[src/verilog/fsf_defines.svh]
// Constants for the flash supervisory call sequencer.
`ifndef FSF_DEFINES_SVH
`define FSF_DEFINES_SVH
`define FSF_FIRST_KEY_PARAM_VAL   8'h3A
`define FSF_SECOND_KEY_PARAM_ADJ   8'h03
`define FSF_PRM_BASE   8'hF8
`define FSF_PROT_SRAM  8'h80
`define FSF_PRM_LAST   14'h0008
`define FSF_BLK_LAST   6'h3F
`define FSF_PROT_LAST  14'h003F
`define FSF_TBL_LAST   14'h0007
`define FSF_STEP_LAST  14'h0002
`define FSF_FN_BOOT    8'h00
`define FSF_FN_PROT    8'h04
`define FSF_FN_ERASE   8'h05
`define FSF_FN_TABLE   8'h06
`define FSF_FN_CSUM    8'h07
`define FSF_TBL_SILID  3'h0
`define FSF_TBL_TRIM   3'h1
`define FSF_X_TRIM     8'hFF
`define FSF_MACRO_W    2
`define FSF_ADDR_W     14
`endif

[src/verilog/fsf_pkg.sv]
// Types for the flash supervisory call sequencer.
`include "fsf_defines.svh"
package fsf_pkg;
  typedef enum logic [4:0] {
    ST_IDLE   = 5'h00,
    ST_PRM    = 5'h01,
    ST_CHK    = 5'h02,
    ST_SRW    = 5'h03,
    ST_FLW    = 5'h04,
    ST_PR_SRD = 5'h05,
    ST_PR_FRD = 5'h06,
    ST_PR_FWR = 5'h07,
    ST_PR_NXT = 5'h08,
    ST_EA_USR = 5'h09,
    ST_EA_USN = 5'h0A,
    ST_EA_PER = 5'h0B,
    ST_EA_PWR = 5'h0C,
    ST_EA_PNX = 5'h0D,
    ST_TB_RD  = 5'h0E,
    ST_TB_WR  = 5'h0F,
    ST_CS_RD  = 5'h10,
    ST_CS_ADD = 5'h11,
    ST_FIN    = 5'h12,
    ST_FIN2   = 5'h13,
    ST_DONE   = 5'h14,
    ST_HALT   = 5'h15
  } fsf_state_t;
  typedef enum logic [2:0] {
    FC_NONE   = 3'h0,
    FC_USR_RD = 3'h1,
    FC_ER_USR = 3'h2,
    FC_PG_ZRO = 3'h3,
    FC_ER_PRT = 3'h4,
    FC_PRT_RD = 3'h5,
    FC_PRT_WR = 3'h6,
    FC_TBL_RD = 3'h7
  } fsf_fcmd_t;
  typedef struct packed {
    logic                     start;
    fsf_fcmd_t                cmd;
    logic [`FSF_MACRO_W-1:0]  macro;
    logic [`FSF_ADDR_W-1:0]   addr;
    logic [7:0]               wdata;
    logic [7:0]               clk_div;
    logic [7:0]               delay;
  } fsf_flash_req_t;
  typedef struct packed {
    logic       we;
    logic [7:0] addr;
    logic [7:0] wdata;
  } fsf_sram_req_t;
endpackage

[src/verilog/fsf_supervisor.sv]
// Flash supervisory call sequencer: protect, full erase, table fetch, checksum.
`timescale 1ns/1ps
`include "fsf_defines.svh"
module fsf_supervisor #(
  parameter int          NUM_MACROS = 1,
  parameter logic [15:0] REV_ID     = 16'h0000, // Arbitrary value.
  parameter logic [7:0]  REV_COUNT  = 8'h00     // Arbitrary value.
) (
  input  wire logic                   clk_sys,
  input  wire logic                   rst,
  input  wire logic                   call_req,
  input  wire logic [7:0]             call_func,
  input  wire logic [7:0]             call_sp,
  input  wire logic [7:0]             sram_rdata,
  input  wire logic                   flash_done,
  input  wire logic [7:0]             flash_rdata,
  output      logic                   call_done,
  output      logic                   cpu_halted,
  output      logic [7:0]             acc_out,
  output      logic [7:0]             x_out,
  output      fsf_pkg::fsf_sram_req_t  sram_req,
  output      fsf_pkg::fsf_flash_req_t flash_req
);
  // ==========================================================
  // Declarations
  localparam logic [`FSF_MACRO_W-1:0] MAC_TOP = `FSF_MACRO_W'(NUM_MACROS - 1);
  fsf_pkg::fsf_state_t            st_r,   st_nxt;
  fsf_pkg::fsf_state_t            ret_r,  ret_nxt;
  logic [`FSF_ADDR_W-1:0]         cnt_r,  cnt_nxt;
  logic [`FSF_MACRO_W-1:0]        mac_r,  mac_nxt;
  logic [7:0]                     func_r, func_nxt;
  logic [7:0]                     exp2_r, exp2_nxt;
  logic [7:0]                     prm_r   [0:6];
  logic [7:0]                     prm_nxt [0:6];
  logic [7:0]                     dat_r,  dat_nxt;
  logic [7:0]                     fdat_r, fdat_nxt;
  logic [7:0]                     lo_r,   lo_nxt;
  logic [7:0]                     hi_r,   hi_nxt;
  logic [7:0]                     acc_r,  acc_nxt;
  logic [7:0]                     x_r,    x_nxt;
  logic                           done_r, done_nxt;
  logic                           halt_r, halt_nxt;
  fsf_pkg::fsf_sram_req_t         sr_r,   sr_nxt;
  fsf_pkg::fsf_flash_req_t        fl_r,   fl_nxt;
  logic [2:0]                     tbl;
  logic [`FSF_ADDR_W-1:0]         cs_last;
  logic [8:0]                     sum9;

  // ==========================================================
  // Flash request builder
  // Every flash step goes through this so the pulse settings always ride along.
  function automatic fsf_pkg::fsf_flash_req_t fl_op(
    input fsf_pkg::fsf_flash_req_t  base,
    input fsf_pkg::fsf_fcmd_t       cmd,
    input logic [`FSF_MACRO_W-1:0]  mac,
    input logic [`FSF_ADDR_W-1:0]   addr,
    input logic [7:0]               wdata
  );
    fsf_pkg::fsf_flash_req_t r;
    r       = base;
    r.start = 1'b1;
    r.cmd   = cmd;
    r.macro = mac;
    r.addr  = addr;
    r.wdata = wdata;
    return r;
  endfunction

  // ==========================================================
  // Derived values
  // Only three bits pick the table; the upper five are dropped.
  assign tbl     = prm_r[2][2:0];
  // Count 0 wraps to FFh so all 256 blocks of 64 bytes are summed.
  assign cs_last = {prm_r[2] - 8'h01, `FSF_BLK_LAST};
  assign sum9    = {1'b0, lo_r} + {1'b0, fdat_r};

  // ==========================================================
  // Sequencer next state
  always_comb begin
    st_nxt   = st_r;
    ret_nxt  = ret_r;
    cnt_nxt  = cnt_r;
    mac_nxt  = mac_r;
    func_nxt = func_r;
    exp2_nxt = exp2_r;
    for (int i = 0; i < 7; i++) begin
      prm_nxt[i] = prm_r[i];
    end
    dat_nxt  = dat_r;
    fdat_nxt = fdat_r;
    lo_nxt   = lo_r;
    hi_nxt   = hi_r;
    acc_nxt  = acc_r;
    x_nxt    = x_r;
    done_nxt = 1'b0;
    halt_nxt = halt_r;
    sr_nxt    = sr_r;
    sr_nxt.we = 1'b0;
    fl_nxt       = fl_r;
    fl_nxt.start = 1'b0;
    case (st_r)
      fsf_pkg::ST_IDLE: begin
        if (call_req) begin
          func_nxt = call_func;
          exp2_nxt = call_sp + `FSF_SECOND_KEY_PARAM_ADJ;
          cnt_nxt  = '0;
          lo_nxt   = 8'h00;
          hi_nxt   = 8'h00;
          st_nxt   = fsf_pkg::ST_PRM;
        end
      end
      // Parameter block fetch; SRAM data trails the address by two cycles.
      fsf_pkg::ST_PRM: begin
        sr_nxt.addr = `FSF_PRM_BASE + {5'h00, cnt_r[2:0]};
        if (cnt_r >= 14'h0002) begin
          prm_nxt[cnt_r[2:0] - 3'h2] = sram_rdata;
        end
        cnt_nxt = cnt_r + 14'h0001;
        if (cnt_r == `FSF_PRM_LAST) begin
          st_nxt = fsf_pkg::ST_CHK;
        end
      end
      // Key check; the boot code skips it since it is outside this block.
      fsf_pkg::ST_CHK: begin
        cnt_nxt        = '0;
        fl_nxt.clk_div = prm_r[4];
        fl_nxt.delay   = prm_r[6];
        if (func_r == `FSF_FN_BOOT) begin
          st_nxt = fsf_pkg::ST_DONE;
        end else if (prm_r[0] != `FSF_FIRST_KEY_PARAM_VAL || prm_r[1] != exp2_r) begin
          halt_nxt = 1'b1;
          st_nxt   = fsf_pkg::ST_HALT;
        end else begin
          case (func_r)
            `FSF_FN_PROT:  st_nxt = fsf_pkg::ST_PR_SRD;
            `FSF_FN_ERASE: begin
              mac_nxt = MAC_TOP;
              st_nxt  = fsf_pkg::ST_EA_USR;
            end
            `FSF_FN_TABLE: st_nxt = fsf_pkg::ST_TB_RD;
            `FSF_FN_CSUM:  st_nxt = fsf_pkg::ST_CS_RD;
            default:       st_nxt = fsf_pkg::ST_DONE;
          endcase
        end
      end
      fsf_pkg::ST_SRW: st_nxt = ret_r;
      // Waits out the whole flash pulse before moving on.
      fsf_pkg::ST_FLW: begin
        if (flash_done) begin
          fdat_nxt = flash_rdata;
          st_nxt   = ret_r;
        end
      end
      // Protect: byte n of the block covers blocks 4n..4n+3, bit pairs in place.
      fsf_pkg::ST_PR_SRD: begin
        sr_nxt.addr = `FSF_PROT_SRAM + cnt_r[7:0];
        ret_nxt     = fsf_pkg::ST_PR_FRD;
        st_nxt      = fsf_pkg::ST_SRW;
      end
      fsf_pkg::ST_PR_FRD: begin
        dat_nxt = sram_rdata;
        fl_nxt  = fl_op(fl_r, fsf_pkg::FC_PRT_RD, '0, cnt_r, 8'h00);
        ret_nxt = fsf_pkg::ST_PR_FWR;
        st_nxt  = fsf_pkg::ST_FLW;
      end
      // OR only ever raises the level; lowering is left to full erase.
      fsf_pkg::ST_PR_FWR: begin
        fl_nxt  = fl_op(fl_r, fsf_pkg::FC_PRT_WR, '0, cnt_r, dat_r | fdat_r);
        ret_nxt = fsf_pkg::ST_PR_NXT;
        st_nxt  = fsf_pkg::ST_FLW;
      end
      fsf_pkg::ST_PR_NXT: begin
        cnt_nxt = cnt_r + 14'h0001;
        st_nxt  = (cnt_r == `FSF_PROT_LAST) ? fsf_pkg::ST_FIN : fsf_pkg::ST_PR_SRD;
      end
      // Full erase, user space: erase, zero program, erase per macro.
      fsf_pkg::ST_EA_USR: begin
        fl_nxt  = fl_op(fl_r, (cnt_r == 14'h0001) ? fsf_pkg::FC_PG_ZRO : fsf_pkg::FC_ER_USR,
                        mac_r, '0, 8'h00);
        ret_nxt = fsf_pkg::ST_EA_USN;
        st_nxt  = fsf_pkg::ST_FLW;
      end
      fsf_pkg::ST_EA_USN: begin
        if (cnt_r != `FSF_STEP_LAST) begin
          cnt_nxt = cnt_r + 14'h0001;
          st_nxt  = fsf_pkg::ST_EA_USR;
        end else begin
          cnt_nxt = '0;
          if (mac_r == '0) begin
            mac_nxt = MAC_TOP;
            st_nxt  = fsf_pkg::ST_EA_PER;
          end else begin
            mac_nxt = mac_r - 1'b1;
            st_nxt  = fsf_pkg::ST_EA_USR;
          end
        end
      end
      // Protection erase addresses only the protection block, never the hidden ones.
      fsf_pkg::ST_EA_PER: begin
        fl_nxt  = fl_op(fl_r, fsf_pkg::FC_ER_PRT, mac_r, '0, 8'h00);
        ret_nxt = fsf_pkg::ST_EA_PWR;
        st_nxt  = fsf_pkg::ST_FLW;
      end
      fsf_pkg::ST_EA_PWR: begin
        fl_nxt  = fl_op(fl_r, fsf_pkg::FC_PRT_WR, mac_r, cnt_r, 8'h00);
        ret_nxt = fsf_pkg::ST_EA_PNX;
        st_nxt  = fsf_pkg::ST_FLW;
      end
      fsf_pkg::ST_EA_PNX: begin
        if (cnt_r != `FSF_PROT_LAST) begin
          cnt_nxt = cnt_r + 14'h0001;
          st_nxt  = fsf_pkg::ST_EA_PWR;
        end else begin
          cnt_nxt = '0;
          mac_nxt = mac_r - 1'b1;
          st_nxt  = (mac_r == '0) ? fsf_pkg::ST_FIN : fsf_pkg::ST_EA_PER;
        end
      end
      // Table fetch: row offset is table times eight plus byte.
      fsf_pkg::ST_TB_RD: begin
        fl_nxt  = fl_op(fl_r, fsf_pkg::FC_TBL_RD, '0, {8'h00, tbl, cnt_r[2:0]}, 8'h00);
        ret_nxt = fsf_pkg::ST_TB_WR;
        st_nxt  = fsf_pkg::ST_FLW;
      end
      // Silicon identifier and trims go to SRAM only.
      fsf_pkg::ST_TB_WR: begin
        sr_nxt.we    = 1'b1;
        sr_nxt.addr  = `FSF_PRM_BASE + {5'h00, cnt_r[2:0]};
        sr_nxt.wdata = fdat_r;
        cnt_nxt      = cnt_r + 14'h0001;
        st_nxt       = fsf_pkg::ST_TB_RD;
        if (cnt_r == `FSF_TBL_LAST) begin
          st_nxt = fsf_pkg::ST_DONE;
          if (tbl == `FSF_TBL_TRIM) begin
            acc_nxt = REV_COUNT;
            x_nxt   = `FSF_X_TRIM;
          end else begin
            acc_nxt = REV_ID[15:8];
            x_nxt   = REV_ID[7:0];
          end
        end
      end
      // Checksum over macro zero, one byte per flash read.
      fsf_pkg::ST_CS_RD: begin
        fl_nxt  = fl_op(fl_r, fsf_pkg::FC_USR_RD, '0, cnt_r, 8'h00);
        ret_nxt = fsf_pkg::ST_CS_ADD;
        st_nxt  = fsf_pkg::ST_FLW;
      end
      fsf_pkg::ST_CS_ADD: begin
        lo_nxt  = sum9[7:0];
        hi_nxt  = hi_r + {7'h00, sum9[8]};
        cnt_nxt = cnt_r + 14'h0001;
        st_nxt  = (cnt_r == cs_last) ? fsf_pkg::ST_FIN : fsf_pkg::ST_CS_RD;
      end
      // Low sum doubles as return code 00h for protect and full erase.
      fsf_pkg::ST_FIN: begin
        sr_nxt.we    = 1'b1;
        sr_nxt.addr  = `FSF_PRM_BASE;
        sr_nxt.wdata = lo_r;
        st_nxt       = (func_r == `FSF_FN_CSUM) ? fsf_pkg::ST_FIN2 : fsf_pkg::ST_DONE;
      end
      fsf_pkg::ST_FIN2: begin
        sr_nxt.we    = 1'b1;
        sr_nxt.addr  = `FSF_PRM_BASE + 8'h01;
        sr_nxt.wdata = hi_r;
        st_nxt       = fsf_pkg::ST_DONE;
      end
      fsf_pkg::ST_DONE: begin
        done_nxt = 1'b1;
        st_nxt   = fsf_pkg::ST_IDLE;
      end
      fsf_pkg::ST_HALT: st_nxt = fsf_pkg::ST_HALT;
      default:          st_nxt = fsf_pkg::ST_IDLE;
    endcase
  end

  // ==========================================================
  // Sequencer registers
  // No block erase path exists here, so only full erase, which writes 00h to protection, can lower a level.
  always_ff @(posedge clk_sys) begin
    if (rst) begin
      st_r   <= fsf_pkg::ST_IDLE;
      ret_r  <= fsf_pkg::ST_IDLE;
      cnt_r  <= '0;
      mac_r  <= '0;
      func_r <= 8'h00;
      exp2_r <= 8'h00;
      for (int i = 0; i < 7; i++) begin
        prm_r[i] <= 8'h00;
      end
      dat_r  <= 8'h00;
      fdat_r <= 8'h00;
      lo_r   <= 8'h00;
      hi_r   <= 8'h00;
      acc_r  <= 8'h00;
      x_r    <= 8'h00;
      done_r <= 1'b0;
      halt_r <= 1'b0;
      sr_r   <= '0;
      fl_r   <= '0;
    end else begin
      st_r   <= st_nxt;
      ret_r  <= ret_nxt;
      cnt_r  <= cnt_nxt;
      mac_r  <= mac_nxt;
      func_r <= func_nxt;
      exp2_r <= exp2_nxt;
      for (int i = 0; i < 7; i++) begin
        prm_r[i] <= prm_nxt[i];
      end
      dat_r  <= dat_nxt;
      fdat_r <= fdat_nxt;
      lo_r   <= lo_nxt;
      hi_r   <= hi_nxt;
      acc_r  <= acc_nxt;
      x_r    <= x_nxt;
      done_r <= done_nxt;
      halt_r <= halt_nxt;
      sr_r   <= sr_nxt;
      fl_r   <= fl_nxt;
    end
  end

  // Outputs are the registers themselves.
  assign call_done  = done_r;
  assign cpu_halted = halt_r;
  assign acc_out    = acc_r;
  assign x_out      = x_r;
  assign sram_req   = sr_r;
  assign flash_req  = fl_r;

  logic [7:0]  or_val;
  logic [15:0] sum_exp;
  assign or_val  = dat_r | fdat_r;
  assign sum_exp = {hi_r, lo_r} + {8'h00, fdat_r};
endmodule // fsf_supervisor

[config.mk]
export PLATFORM = sky130hd
export DESIGN_NAME = fsf_supervisor
export DESIGN_NICKNAME = d
export VERILOG_FILES = /design/src/verilog/fsf_pkg.sv /design/src/verilog/fsf_supervisor.sv
export VERILOG_INCLUDE_DIRS = /design/src /design/src/verilog
export SDC_FILE = /design/constraint.sdc
export NUM_CORES = 1
export LEC_CHECK = 0
export BUFFER_PORTS_ARGS = -buffer_cell sky130_fd_sc_hd__buf_2
export CORE_MARGIN = 1
export CORE_UTILIZATION = 35
export CTS_CLUSTER_DIAMETER = 80
export CTS_CLUSTER_SIZE = 25
export DETAILED_ROUTE_END_ITERATION = 10
export PLACE_DENSITY = 0.62
export SLEW_MARGIN = 30
export SYNTH_ARGS = -nofsm -noshare
export SYNTH_HDL_FRONTEND = slang
export SYNTH_SLANG_ARGS = --single-unit
[constraint.sdc]
create_clock -name clk_sys -period 3.9 [get_ports clk_sys]
set_clock_uncertainty 0.05 [all_clocks]
set_input_delay 0.78 -clock clk_sys [delete_from_list [all_inputs] [get_ports clk_sys]]
set_output_delay 0.78 -clock clk_sys [all_outputs]
set_load 0.02 [all_outputs]
==> metrics <==
postcts setup bufs=0; minimum clock period=between 3 and 4 ns; largest net degree at the start of global routing=64; Worst Setup Slack, final=about 0.9 ns; setup TNS=0 ns; worst path cell trace=ha_1 > inv_1 > fa_1 > nor2b_1 > o21ai_0 > nand2b_1 > a31o_2 > a21o_1 > a21o_1 > ha_1 > nand3_1 > nor3_1 > and3_1 > nand3_1 > mux2_2 > nor2_1; Core ar.=~24,000 µm²; Final ANT Viol Nets=0; post-synth top area share=0.415; HP Class=reg2reg; hold_buf cts=0; Post-synth EDFFs=0; layout cells sized above 1=0.161; Routed Wire Length=23,300 µm; H-tree levels=4; Die W=between 150 and 200 µm; Final Wtd Congestion=roughly 0.89; num ports=about 120; clock sinks=between 150 and 200; via count=7,448; Leakage=between 4 and 5 nW; total power=4.44 mW; global-route wire length before repair=between 30,000 and 40,000 µm; post-synthesis mux area share=0.0608; Worst-Margin Slew=0.867 ns; sequential area share after synthesis=0.415; yosys warns=0; CP Launch Type=flop; data required time at the worst endpoint=about 4.2 ns; cts repair resizes=0; vias in the first global route=roughly 6,900; top cells by area in the synthesized netlist=dfxtp_1 42%, nor2_1 6.8%, mux2i_1 6.0%; CTS Buf Count=17; reg-to-reg startpoint=fdat_r[0]$_SDFFE_PP0P_; grt ovf=0; CTS tree=built; hold path depth=2; Synth Area in Simple Gates=0.236; PwrDens=between 400 and 500 nW/µm²; Max-cap violations=0; area of the mapped netlist=between 8000 and 9000 µm²; Worst R2R Setup Slack=roughly 0.9 ns; CTS root buf=clkbuf_16; I/O Buffers=approximately 110; Syn Inst Count=approximately 1,000; Post-synth ARST share=0; Synth area leader=dfxtp_1; reg2reg end=hi_r[7]$_SDFFE_PP0P_; Adder-Cell Fraction of Synth Area=0.0315; Yosys reg bits=178; DR iter-0 viols=592; R2R depth=16; number of remaining DRC errors=0; CP endpoint kind=flop; Die ar.=around 25,000 µm²; syn_area_per_cell=approximately 8.3 µm²; Relative slew margins=0.418; drt first pass iters=7; Synth Area in XOR/XNOR=0.0470; largest family of logic cells by synthesized area=simple AND/OR/NAND/NOR gates; critical path type=reg2reg; fin. max-slew vios=0; initial core utilization=0.361; outcome=complete, no violations; chip height=roughly 160 µm; clock tree buffer depth=2; CP Max Fanout=4; Crit path largest cell delay=0.41 ns; RSZ-0062 raised after global routing=no; maximum clock frequency=around 330 MHz; row count=56; DP Worst Slack=between 0.9 and 1 ns; Layout Nets=~1,200; clock latency on the worst-skew pair=roughly 0.45 ns; Area Growth Syn to Fin=15.5%; Hold Path End=flash_req[7]$_SDFFE_PP0P_; CP arrival=between 3 and 4 ns; hold path startpoint=flash_req[7]$_SDFFE_PP0P_; Final HPWL DP=16,900 µm; initial antenna violation count=0; final hold viol count=0; most frequent cell after synthesis=dfxtp_1; gr usage total=0.190; Avg WL per Cell=16.3 µm; number of diodes=0; crit share post-route=0.770; clock-pin slew on the worst setup and hold paths=roughly 0.07 ns; top_reg_cell synth=dfxtp_1; VDD IR max=roughly 0.34 mV; # setup viols final=0; Compound-Gate Fraction of Synth Area=0.155; critical path's slowest cell=fa_1; Synth top cells by count=178 x dfxtp_1, 155 x nor2_1, 124 x nand2_1, 74 x a21oi_1, 51 x mux2i_1; Via density=roughly 5.2; Netlist cell types=a little over 70
cells in the final DEF, fill, tap and decap left out, types with 6 or more instances in the layout:
| cell | instances |
|---|---|
| dfxtp_1 | 178 |
| nor2_1 | 154 |
| nand2_1 | 124 |
| buf_2 | 105 |
| a21oi_1 | 74 |
| mux2i_1 | 51 |
| nand3_1 | 28 |
| o21ai_0 | 27 |
| a211oi_1 | 24 |
| nor3_1 | 24 |
| xnor2_1 | 24 |
| xor2_1 | 22 |
| ha_1 | 20 |
| buf_4 | 20 |
| inv_1 | 18 |
| clkbuf_16 | 17 |
| nor2b_1 | 16 |
| nand4_1 | 16 |
| a22oi_1 | 13 |
| a22o_1 | 12 |
| a311oi_1 | 10 |
| nand2b_1 | 8 |
| conb_1 | 8 |
| nand3b_1 | 7 |
| nor4_1 | 7 |
| o22ai_1 | 7 |
| and3_1 | 6 |
area by class of cell:
class	instances	area (µm²)
repair buffers	125	676
clock buffers	17	425
multi-input cells	761	4580
flip-flops and latches	178	3560
fillers	2379	13800
clock inverters	15	186
well taps	319	399
inverters	19	71.3
state kept, by name, summed over array words and instances, names as in the netlist, 8 cells and up:
signal and flops:
flash_req 44, prm_r 40, sram_req 17, cnt_r 14
dat_r 8, exp2_r 8, fdat_r 8, func_r 8
hi_r 8, lo_r 8
through the flow:
stage	utilization	cells	instance area [µm²]	hold WS, ns
floorplan	-	1037	8600	0.382
global placement	0.391	1402	9290	0.388
detailed placement	0.391	1402	9290	0.395
CTS	0.417	1434	9900	0.405
global route	0.417	1434	9910	0.423
finish	0.417	1434	9910	0.404
worst max path at each step:
stage | start | cells after the start | slack, ns | end
finish | fdat_r[0]$_SDFFE_PP0P_ | 16 | 0.90 | hi_r[7]$_SDFFE_PP0P_
CTS | fdat_r[0]$_SDFFE_PP0P_ | 16 | 0.90 | hi_r[7]$_SDFFE_PP0P_
global placement | fdat_r[0]$_SDFFE_PP0P_ | 16 | 0.98 | hi_r[7]$_SDFFE_PP0P_
floorplan | fdat_r[0]$_SDFFE_PP0P_ | 16 | 1.18 | hi_r[7]$_SDFFE_PP0P_
detailed placement | fdat_r[0]$_SDFFE_PP0P_ | 16 | 0.91 | hi_r[7]$_SDFFE_PP0P_
global route | fdat_r[0]$_SDFFE_PP0P_ | 16 | 0.60 | hi_r[7]$_SDFFE_PP0P_
critical path, delay by kind of cell (launching register included):
kind                       cells  cell delay, ns
and+or+nand+nor                7            0.92
adders and majority gates      3            0.76
DFF                            1            0.37
AOI/OAI and AO/OA              4            0.49
muxes                          1            0.28
buffers and inverters          1            0.06
routing by layer:
layer	track usage	wire length, µm	vias to the layer above
met1	0.270	11300	3469
met3	0.0378	1460	27
met5	0	0	-
met2	0.290	10200	227
met4	0.0517	342	0
li1	-	-	3725
where the power goes:
part	leakage (nW)	internal, mW	switching [mW]	total, mW
Combinational	2.31	0.235	0.463	0.698
Clock	0.296	0.924	0.842	1.77
Sequential	1.44	1.88	0.0918	1.98
Total	4.04	3.04	1.40	4.44
cell families after synthesis:
group / after synthesis
simple gates: 431
flops: 178
other cells: 1
xor+xnor: 46
compound gates: 203
buf+inv: 98
mux: 52
fa+ha+maj: 21
Power figures use the tool's default switching activity.
